### config.mk
export PLATFORM = sky130hd
export DESIGN_NAME = prr_recorder
export DESIGN_NICKNAME = d
export VERILOG_FILES = /design/src/rtl/prr_pkg.sv /design/src/rtl/prr_recorder.sv /design/src/rtl/prr_buf.sv /design/src/rtl/prr_tsc.sv
export SDC_FILE = /design/constraint.sdc
export NUM_CORES = 2
export LEC_CHECK = 0
export BUFFER_PORTS_ARGS = -buffer_cell sky130_fd_sc_hd__buf_4
export CAP_MARGIN = 20
export CORE_AREA = 4 4 398 400
export DETAILED_ROUTE_END_ITERATION = 16
export DIE_AREA = 0 0 402 404
export GPL_ROUTABILITY_DRIVEN = 0
export HOLD_SLACK_MARGIN = 0.06
export MAX_ROUTING_LAYER = met4
export SETUP_SLACK_MARGIN = 0.3
export SKIP_CTS_REPAIR_TIMING = 1
export SLEW_MARGIN = 20
export SYNTH_ARGS = -nofsm -noshare
export SYNTH_HDL_FRONTEND = slang
export SYNTH_SLANG_ARGS = --single-unit
### constraint.sdc
create_clock -name clk_sys -period 16.7 [get_ports clk_sys]
set_clock_uncertainty 0.1 [all_clocks]
set_input_delay 3.34 -clock clk_sys [delete_from_list [all_inputs] [get_ports clk_sys]]
set_output_delay 3.34 -clock clk_sys [all_outputs]
set_load 0.01 [all_outputs]
### src/rtl/prr_pkg.sv
// Shared constants and types of the profiling event ring recorder
`default_nettype none
package prr_pkg;
	// =====================================
	// Record format and capability fields
	localparam logic [31:0] REC_BYTES = 32'h0000_0020;
	localparam logic [7:0] REC_SIZE_FIELD = 8'h20;
	localparam logic [1:0] TS_WIDTH_CODE = 2'h1;
	localparam int TS_BITS = 40 + 8 * int'(TS_WIDTH_CODE);
	// =====================================
	// Event identifiers
	localparam logic [7:0] ID_INVALID = 8'h00;
	localparam logic [7:0] ID_VALUE = 8'h01;
	localparam logic [7:0] ID_INSTR = 8'h02;
	localparam logic [7:0] ID_BRANCH = 8'h03;
	localparam logic [7:0] ID_DMISS = 8'h04;
	localparam logic [7:0] ID_CORE_CLK = 8'h05;
	localparam logic [7:0] ID_REF_CLK = 8'h06;
	localparam logic [7:0] ID_PROG = 8'hFF;
	// =====================================
	// Reload policy
	localparam logic [31:0] MIN_INTERVAL = 32'h0000_0100;
	localparam int RAND_BITS = 4;
	localparam logic [31:0] OVERRUN_EDGE = 32'hFFFF_FFFF;
	// =====================================
	// Timing and reset values
	localparam int CLK_PERIOD_NS = 10;
	localparam int TS_PERIOD_NS = 10;
	localparam int TS_DIV = (TS_PERIOD_NS / CLK_PERIOD_NS < 1) ? 1
		: TS_PERIOD_NS / CLK_PERIOD_NS;
	localparam logic [7:0] TS_DIV_LAST = 8'(TS_DIV - 1);
	localparam logic [31:0] HEAD_RST = 32'h0000_0000;
	localparam logic [63:0] MISSED_RST = 64'h0;
	localparam logic [15:0] LFSR_RST = 16'hACE1;
	// =====================================
	// Carriers
	typedef struct packed {
		logic [7:0] id;
		logic [15:0] flags;
		logic [31:0] data;
		logic [63:0] iaddr;
		logic [63:0] eaddr;
		logic [2:0] slot;
		logic signed [31:0] count;
		logic [31:0] interval;
		logic rand_en;
	} prr_event_t;
	typedef struct packed {
		prr_event_t ev;
		logic [63:0] ts;
	} prr_entry_t;
	typedef struct packed {
		logic [63:0] ts;
		logic [63:0] eaddr;
		logic [63:0] iaddr;
		logic [31:0] data;
		logic [15:0] flags;
		logic [7:0] core;
		logic [7:0] id;
	} prr_record_t;
	typedef struct packed {
		logic [2:0] slot;
		logic [31:0] value;
	} prr_reload_t;
endpackage
`default_nettype wire

### src/rtl/prr_recorder.sv
// Profiling event ring recorder: stores records, moves head, reloads counters
// Function
// - Raise threshold interrupt when enabled and buffer use plus one record exceeds threshold, maybe late.
// - Record store, report and reload may lag the retiring instruction.
// - Reload each stored event's counter with its interval, optional random low bits.
// - Reload only if head advanced or missed count incremented.
// - Counter overrun below -1 is subtracted from the reload value.
// - Minimum reload interval for all but value samples, shown in interval field.
// - Hardware owns head; never writes tail or region tail to head.
// - On cached full or threshold, reload tail from memory and recheck.
// - After continuous stop, missed count tells whether records wrapped.
// - Record timestamp is the counter copy, zero-extended to 64 bits.
// - Timestamp counter free-runs at 100 MHz from init, no reset or write.
// - Two-bit field reports timestamp width: 40, 48, 56 or 64 bits.
// - Records are a fixed 32 bytes, reported in a capability field.
// - Reserved and undefined record fields are written as zero.
// - Layout: id, core, flags, data, instr address, event address, timestamp.
// - Event identifier is 1 to 255, never zero.
// - Core byte copied from the configuration core identifier field.
// - Instruction address is the effective address before segment base.
// - Timestamp written only if profiling started with timestamp enabled.
// - Identifier codes 1 to 6 and 255 for the defined events.
// - Buffer full when advancing head by one record would equal tail.
// - Full: synchronized mode holds head and counts; continuous advances and counts.
// - Record collection starts once the event counter is negative.
`default_nettype none
module prr_recorder (
	input wire logic clk_sys,
	input wire logic rst_n,
	input wire logic prof_enable,
	input wire logic continuous_mode_flag,
	input wire logic timestamp_enable_flag,
	input wire logic thr_int_enable,
	input wire logic [7:0] core_identifier_field,
	input wire logic [63:0] buf_base,
	input wire logic [31:0] buf_size,
	input wire logic [31:0] threshold,
	input wire logic [31:0] head_init,
	input wire logic [63:0] missed_init,
	input wire logic evt_valid,
	input wire prr_pkg::prr_event_t evt,
	output logic evt_ready,
	output logic mem_wr_valid,
	output logic [63:0] mem_wr_addr,
	output prr_pkg::prr_record_t mem_wr_data,
	input wire logic mem_wr_ready,
	output logic tail_rd_req,
	input wire logic tail_rd_valid,
	input wire logic [31:0] tail_rd_data,
	output logic [31:0] head_ptr,
	output logic [63:0] missed_record_count,
	output logic reload_valid,
	output prr_pkg::prr_reload_t reload,
	output logic [31:0] event_interval_field,
	output logic threshold_irq,
	output logic [1:0] timestamp_width_field,
	output logic [7:0] record_size_field
);
	// =====================================
	// Helpers
	function automatic logic [31:0] adv(input logic [31:0] h, input logic [31:0] sz);
		logic [31:0] n;
		n = h + prr_pkg::REC_BYTES;
		return (n >= sz) ? 32'h0 : n;
	endfunction

	function automatic logic [31:0] used(input logic [31:0] h, input logic [31:0] t,
			input logic [31:0] sz);
		return (h >= t) ? h - t : sz - t + h;
	endfunction

	function automatic logic [31:0] calc_reload(input prr_pkg::prr_event_t ev,
			input logic [15:0] rnd);
		logic signed [33:0] v;
		logic [31:0] r;
		v = $signed({2'b00, ev.interval});
		if (ev.count < $signed(prr_pkg::OVERRUN_EDGE)) begin
			v = v + 34'sd1 + 34'(ev.count);
		end
		r = (v < 34'sd0) ? 32'h0 : v[31:0];
		if (ev.rand_en) begin
			r[prr_pkg::RAND_BITS-1:0] = rnd[prr_pkg::RAND_BITS-1:0];
		end
		if (ev.id != prr_pkg::ID_VALUE && r < prr_pkg::MIN_INTERVAL) begin
			r = prr_pkg::MIN_INTERVAL;
		end
		return r;
	endfunction

	function automatic prr_pkg::prr_record_t build(input prr_pkg::prr_entry_t e,
			input logic [7:0] core, input logic ts_on);
		prr_pkg::prr_record_t r;
		r.id = e.ev.id;
		r.core = core;
		r.flags = e.ev.flags;
		r.data = e.ev.data;
		r.iaddr = e.ev.iaddr;
		r.eaddr = e.ev.eaddr;
		r.ts = ts_on ? e.ts : 64'h0;
		if (e.ev.id == prr_pkg::ID_INSTR) begin
			r.flags = 16'h0;
			r.data = 32'h0;
			r.eaddr = 64'h0;
		end
		return r;
	endfunction

	// =====================================
	// Intake, timestamp and buffer
	typedef enum logic [2:0] {ST_IDLE, ST_CHECK, ST_FETCH, ST_WAIT, ST_STORE, ST_RELOAD} prr_state_t;

	prr_state_t state, next_state;
	logic [63:0] stamp;
	prr_pkg::prr_entry_t in_ent, ent;
	logic in_ok, ent_valid, pop;
	logic prof_q, continuous_mode_flag_q, ts_q;
	logic next_prof_q, next_continuous_mode_flag_q, next_ts_q;
	logic [31:0] tail_c, next_tail_c, next_head;
	logic [63:0] next_missed;
	logic fresh, next_fresh, cause, next_cause;
	logic next_wr_valid, next_rd_req, next_rl_valid, next_irq;
	logic [63:0] next_wr_addr;
	prr_pkg::prr_record_t next_wr_data;
	prr_pkg::prr_reload_t next_rl;
	logic [31:0] next_ivl;
	logic [15:0] lfsr, next_lfsr;
	logic full_c, thr_c, start;

	prr_tsc u_tsc (
		.clk_sys(clk_sys),
		.rst_n(rst_n),
		.stamp(stamp)
	);

	// Only events whose counter went negative and carry a valid id enter
	assign in_ok = evt_valid & prof_q & (evt.count < 32'sd0)
		& (evt.id != prr_pkg::ID_INVALID);
	assign in_ent = '{ev: evt, ts: stamp};

	// Buffering lets the store trail the retiring instruction
	prr_buf u_buf (
		.clk_sys(clk_sys),
		.rst_n(rst_n),
		.in_valid(in_ok),
		.in_data(in_ent),
		.in_ready(evt_ready),
		.out_valid(ent_valid),
		.out_data(ent),
		.out_ready(pop)
	);

	// =====================================
	// Store sequencer
	always_comb begin
		start = prof_enable & ~prof_q;
		pop = state == ST_RELOAD;
		full_c = adv(head_ptr, buf_size) == tail_c;
		thr_c = used(head_ptr, tail_c, buf_size) + prr_pkg::REC_BYTES > threshold;
		next_state = state;
		next_prof_q = prof_enable;
		next_continuous_mode_flag_q = start ? continuous_mode_flag : continuous_mode_flag_q;
		next_ts_q = start ? timestamp_enable_flag : ts_q;
		next_head = start ? head_init : head_ptr;
		next_missed = start ? missed_init : missed_record_count;
		next_tail_c = start ? head_init : tail_c;
		next_fresh = fresh;
		next_cause = cause;
		next_wr_valid = mem_wr_valid;
		next_wr_addr = mem_wr_addr;
		next_wr_data = mem_wr_data;
		next_rd_req = 1'b0;
		next_rl_valid = 1'b0;
		next_rl = reload;
		next_ivl = event_interval_field;
		next_irq = 1'b0;
		next_lfsr = {lfsr[14:0], lfsr[15] ^ lfsr[13] ^ lfsr[12] ^ lfsr[10]};
		case (state)
			ST_IDLE: begin
				next_fresh = 1'b0;
				next_cause = 1'b0;
				if (ent_valid & prof_q) begin
					next_state = ST_CHECK;
				end
			end
			ST_CHECK: begin
				if ((full_c | thr_c) & ~fresh) begin
					next_state = ST_FETCH;
				end else begin
					next_irq = thr_int_enable & thr_c;
					if (full_c & ~continuous_mode_flag_q) begin
						next_missed = missed_record_count + 64'h1;
						next_cause = 1'b1;
						next_state = ST_RELOAD;
					end else begin
						next_wr_valid = 1'b1;
						next_wr_addr = buf_base + 64'(head_ptr);
						next_wr_data = build(ent, core_identifier_field, ts_q);
						next_state = ST_STORE;
					end
				end
			end
			ST_FETCH: begin
				next_rd_req = 1'b1;
				next_state = ST_WAIT;
			end
			ST_WAIT: begin
				if (tail_rd_valid) begin
					next_tail_c = tail_rd_data;
					next_fresh = 1'b1;
					next_state = ST_CHECK;
				end
			end
			ST_STORE: begin
				if (mem_wr_ready) begin
					next_wr_valid = 1'b0;
					next_head = adv(head_ptr, buf_size);
					if (full_c) begin
						next_missed = missed_record_count + 64'h1;
					end
					next_cause = 1'b1;
					next_state = ST_RELOAD;
				end
			end
			ST_RELOAD: begin
				if (cause) begin
					next_rl_valid = 1'b1;
					next_rl = '{slot: ent.ev.slot, value: calc_reload(ent.ev, lfsr)};
					next_ivl = next_rl.value;
				end
				next_state = ST_IDLE;
			end
			default: begin
				next_state = ST_IDLE;
			end
		endcase
	end

	always_ff @(posedge clk_sys) begin
		if (!rst_n) begin
			state <= ST_IDLE;
			prof_q <= 1'b0;
			continuous_mode_flag_q <= 1'b0;
			ts_q <= 1'b0;
			head_ptr <= prr_pkg::HEAD_RST;
			missed_record_count <= prr_pkg::MISSED_RST;
			tail_c <= prr_pkg::HEAD_RST;
			fresh <= 1'b0;
			cause <= 1'b0;
			mem_wr_valid <= 1'b0;
			mem_wr_addr <= 64'h0;
			mem_wr_data <= '0;
			tail_rd_req <= 1'b0;
			reload_valid <= 1'b0;
			reload <= '0;
			event_interval_field <= 32'h0;
			threshold_irq <= 1'b0;
			lfsr <= prr_pkg::LFSR_RST;
			timestamp_width_field <= prr_pkg::TS_WIDTH_CODE;
			record_size_field <= prr_pkg::REC_SIZE_FIELD;
		end else begin
			state <= next_state;
			prof_q <= next_prof_q;
			continuous_mode_flag_q <= next_continuous_mode_flag_q;
			ts_q <= next_ts_q;
			head_ptr <= next_head;
			missed_record_count <= next_missed;
			tail_c <= next_tail_c;
			fresh <= next_fresh;
			cause <= next_cause;
			mem_wr_valid <= next_wr_valid;
			mem_wr_addr <= next_wr_addr;
			mem_wr_data <= next_wr_data;
			tail_rd_req <= next_rd_req;
			reload_valid <= next_rl_valid;
			reload <= next_rl;
			event_interval_field <= next_ivl;
			threshold_irq <= next_irq;
			lfsr <= next_lfsr;
			timestamp_width_field <= prr_pkg::TS_WIDTH_CODE;
			record_size_field <= prr_pkg::REC_SIZE_FIELD;
		end
	end
endmodule
`default_nettype wire

### src/rtl/prr_buf.sv
// Two-entry buffer between event intake and the record store
`default_nettype none
module prr_buf (
	input wire logic clk_sys,
	input wire logic rst_n,
	input wire logic in_valid,
	input wire prr_pkg::prr_entry_t in_data,
	output logic in_ready,
	output logic out_valid,
	output prr_pkg::prr_entry_t out_data,
	input wire logic out_ready
);
	prr_pkg::prr_entry_t mem [2];
	prr_pkg::prr_entry_t next_mem [2];
	logic wr_idx, rd_idx, next_wr_idx, next_rd_idx;
	logic [1:0] cnt, next_cnt;
	logic next_in_ready;
	logic push, pop;

	assign out_valid = cnt != 2'h0;
	assign out_data = mem[rd_idx];

	always_comb begin
		push = in_valid & in_ready;
		pop = out_ready & (cnt != 2'h0);
		next_mem = mem;
		next_wr_idx = wr_idx;
		next_rd_idx = rd_idx;
		if (push) begin
			next_mem[wr_idx] = in_data;
			next_wr_idx = ~wr_idx;
		end
		if (pop) begin
			next_rd_idx = ~rd_idx;
		end
		next_cnt = cnt + {1'b0, push} - {1'b0, pop};
		next_in_ready = next_cnt != 2'h2;
	end

	always_ff @(posedge clk_sys) begin
		mem <= next_mem;
		if (!rst_n) begin
			wr_idx <= 1'b0;
			rd_idx <= 1'b0;
			cnt <= 2'h0;
			in_ready <= 1'b1;
		end else begin
			wr_idx <= next_wr_idx;
			rd_idx <= next_rd_idx;
			cnt <= next_cnt;
			in_ready <= next_in_ready;
		end
	end
endmodule
`default_nettype wire

### src/rtl/prr_tsc.sv
// Free-running performance timestamp counter
`default_nettype none
module prr_tsc (
	input wire logic clk_sys,
	input wire logic rst_n,
	output logic [63:0] stamp
);
	logic [prr_pkg::TS_BITS-1:0] cnt, next_cnt;
	logic [7:0] div, next_div;
	logic tick;

	// Zero-extended copy; no write path exists, only reset clears it
	assign stamp = 64'(cnt);

	always_comb begin
		tick = div == prr_pkg::TS_DIV_LAST;
		next_div = tick ? 8'h00 : div + 8'h01;
		next_cnt = tick ? cnt + 1'b1 : cnt;
	end

	// Cleared only at processor initialization
	always_ff @(posedge clk_sys) begin
		if (!rst_n) begin
			div <= 8'h00;
			cnt <= '0;
		end else begin
			div <= next_div;
			cnt <= next_cnt;
		end
	end
endmodule
`default_nettype wire

==> flow_metrics.env <==
export IMPL_holdCritPathClass="reg2reg"
export IMPL_clock_sinks=1156
export IMPL_vias=49100
export IMPL_drive_above_1_share_pct=22.9
export IMPL_critical_path_class="in2reg"
export IMPL_syn_area_um2=59500
export IMPL_slew_headroom_pct=19.4
export IMPL_cts_buffers=132
export IMPL_crit_path_end_kind="register"
export IMPL_wirelength_mm=219
export IMPL_wl_per_cell_um=24.6
export IMPL_synth_top_family_by_area="compound AO/OA/AOI/OAI gates"
export IMPL_drt_first_pass_iters=6
export IMPL_hold_violations=0
export IMPL_r2r_cells=29
export IMPL_arrival_ns=11.87
export IMPL_status="complete, no violations"
export IMPL_start_util_pct=38.3
export IMPL_r2r_end="mem_wr_data[12]$_SDFFE_PN0P_"
export IMPL_synth_distinct_cells=92
export IMPL_cp_slowest_stage_delay_ns=0.82
export IMPL_path_max_fanout=200
export IMPL_crit_top_cell="o21ai_0"
export IMPL_critPathLaunchType="input pin"
export IMPL_cts_htree_levels=4
export IMPL_setup_viol=0
export IMPL_fp_dieArea_um2=162000
export IMPL_grt_pass1_vias=47800
export IMPL_p_total_w=0.00796
export IMPL_hpwl_mm=164
export IMPL_io_pins=1023
export IMPL_clk_pin_slew_ns=0.06
export IMPL_grt_pass1_wl_mm=315
export IMPL_yosys_area_share_simple_pct=14.2
export IMPL_fp_dieW_um=402
export IMPL_coreArea_um2=155000
export IMPL_maxSlewViolCount=0
export IMPL_ant_nets=0
export IMPL_die_y_um=404
export IMPL_avgViaCountPerCell=5.51
export IMPL_grt_overflow=0
export IMPL_r2r_start="head_ptr[5]$_SDFF_PN0_"
export IMPL_rrSetupSlack_ns=7.16
export IMPL_portBuffers=996
export IMPL_hold_depth=1
export IMPL_grt_antenna_before_repair=39
export IMPL_ys_flop_type="edfxtp_1"
export IMPL_synth_seq_cells=1156
export IMPL_yosysSeqAreaShare_pct=49.0
export IMPL_cts_tree="built"
export IMPL_insertion_delay_ns=0.78
export IMPL_postSynth_asyncResetShare_pct=0
export IMPL_synth_edf_count=600
export IMPL_maxCapViolations=0
export IMPL_area_delta_synth_final_pct=22.8
export IMPL_cts_root_buffer="clkbuf_16"
export IMPL_nNetsFinal=7471
export IMPL_synth_compound_area_share_pct=14.2
export IMPL_placementRows=145
export IMPL_fin_crit_sh_pct=67.9
export IMPL_synth_adder_area_share_pct=5.37
export IMPL_syn_avg_cell_area_um2=10.1
export IMPL_hold_path_end="lfsr[6]$_SDFF_PN1_"
export IMPL_peakVddDrop_uv=86.9
export IMPL_grt_start_max_net_pins=201
export IMPL_grt_total_usage_pct=26.5
export IMPL_synth_xor_area_share_pct=4.86
export IMPL_slowest_stage="buf_4"
export IMPL_synth_mux_area_share_pct=7.65
export IMPL_hold_start="lfsr[5]$_SDFF_PN1_"
export IMPL_drt_iter0_drc=4284
export IMPL_period_needed_ns=11.34
export IMPL_max_freq_mhz=88.2
export IMPL_max_clock_path_buffers=3
export IMPL_syn_inst=5867
export IMPL_cellPowerDensity_nw_per_um2=109
export IMPL_drc_errors=0
export IMPL_p_leak_nw=27.9
export IMPL_tns_ns=0
export IMPL_worstMarginPinSlew_ns=1.18
export IMPL_yosysWarnings=0
export IMPL_rsz0062_at_grt="false"
export IMPL_worstPathRequired_ns=17.23
## per-stage QoR
step	instance area [µm²]	setup slack, ns	cells	utilization, %	hold WS (ns)
floorplan	59600	4.58	5891	-	0.286
global placement	68500	4.95	8635	44.1	0.290
detailed placement	68500	4.76	8635	44.1	0.296
CTS	73000	5.59	8879	47.0	0.318
global route	73100	4.84	8911	47.0	0.331
finish	73100	5.36	8913	47.0	0.312
## report_power, final
group / total [W] / switching [W] / leakage [nW] / internal, W
registers: 0.00324 / 0.000129 / 9.97 / 0.00311
logic: 0.00175 / 0.00104 / 15.8 / 0.000710
clock network: 0.00297 / 0.00128 / 2.16 / 0.00170
## how the worst max path moves through the flow
stage,from,end,cells past startpoint
after global routing,buf_size[6],mem_wr_data[201]$_SDFFE_PN0P_,30
after floorplan,evt[64],u_buf.mem[316]$_DFFE_PP_,3
after global placement,buf_size[6],mem_wr_data[15]$_SDFFE_PN0P_,30
after CTS,buf_size[6],mem_wr_data[12]$_SDFFE_PN0P_,30
after detailed placement,buf_size[6],mem_wr_data[12]$_SDFFE_PN0P_,30
final,buf_size[6],mem_wr_data[12]$_SDFFE_PN0P_,30
## layout by cell type (no fill, tap or decap), types with 196 or more instances in the layout
cell | synthesis | layout
dfxtp_1 | 556 | 555
a21oi_1 | 379 | 377
o21ai_0 | 317 | 316
edfxtp_1 | 600 | 600
inv_1 | 267 | 267
nand3_1 | 290 | 290
nand2_1 | 506 | 505
nor2_1 | 470 | 468
mux2_2 | 196 | 196
xnor2_1 | 204 | 204
ha_1 | 201 | 201
mux2i_1 | 234 | 234
buf_4 | 65 | 1050
## cells by family (layout without fill, tap and decap cells)
kind of cell,Yosys count,in the layout
other,2,60
buffers and inverters,640,1570
muxes,430,430
adders and majority gates,235,235
DFF,1156,1156
xor gates and xnor gates,327,327
and+or+nand+nor,1786,1786
AOI/OAI and AO/OA,1291,1291
## cells in the mapped netlist (196+ instances only)
cell type / n / area [µm²]
nand2_1: 506 / 1900
nand3_1: 290 / 1450
mux2_2: 196 / 2210
mux2i_1: 234 / 2340
a21oi_1: 379 / 1900
nor2_1: 470 / 1760
xnor2_1: 204 / 1790
o21ai_0: 317 / 1590
clkbuf_1: 223 / 837
inv_1: 267 / 1000
dfxtp_1: 556 / 11100
ha_1: 201 / 2510
edfxtp_1: 600 / 18000
## layer usage
metal	wire length [µm]	vias to the layer above	track usage (%)	part of all wire, %
li1	-	22800	-	-
met1	86700	23800	31.3	40
met2	104000	2031	43.0	47
met3	17600	452	6.56	8.0
met4	11100	0	12.0	5.1
met5	0	-	-	0
## critical path, delay by kind of cell
kind / cells / cell delay [ns]
AO/OA/AOI/OAI: 14 / 3.42
XOR/XNOR: 1 / 0.20
adder cells (fa/ha/maj): 3 / 1.18
buffers and inverters: 5 / 1.52
multiplexers: 1 / 0.26
AND/OR/NAND/NOR: 6 / 1.62
## registers in the layout, summed over array words and instances (netlist names), 2 cells and up
signal,flops
state,3
lfsr,16
reload,3
tail_c,32
mem_wr_data,240
u_buf.cnt,2
head_ptr,32
missed_record_count,64
u_buf.mem,600
event_interval_field,32
u_tsc.div,8
mem_wr_addr,64
u_tsc.cnt,48
## area by class of cell
| cell class | count | area, µm² |
|---|---|---|
| tap | 2058 | 2570 |
| multi-input combinational | 4095 | 27700 |
| clock buffer | 192 | 3720 |
| inverter | 268 | 1010 |
| timing repair buffer | 1058 | 8030 |
| fill | 14500 | 82200 |
| antenna | 34 | 85.1 |
| sequential | 1156 | 29200 |
| clock inverter | 52 | 783 |
No activity file was read; power rests on OpenSTA's default activity.
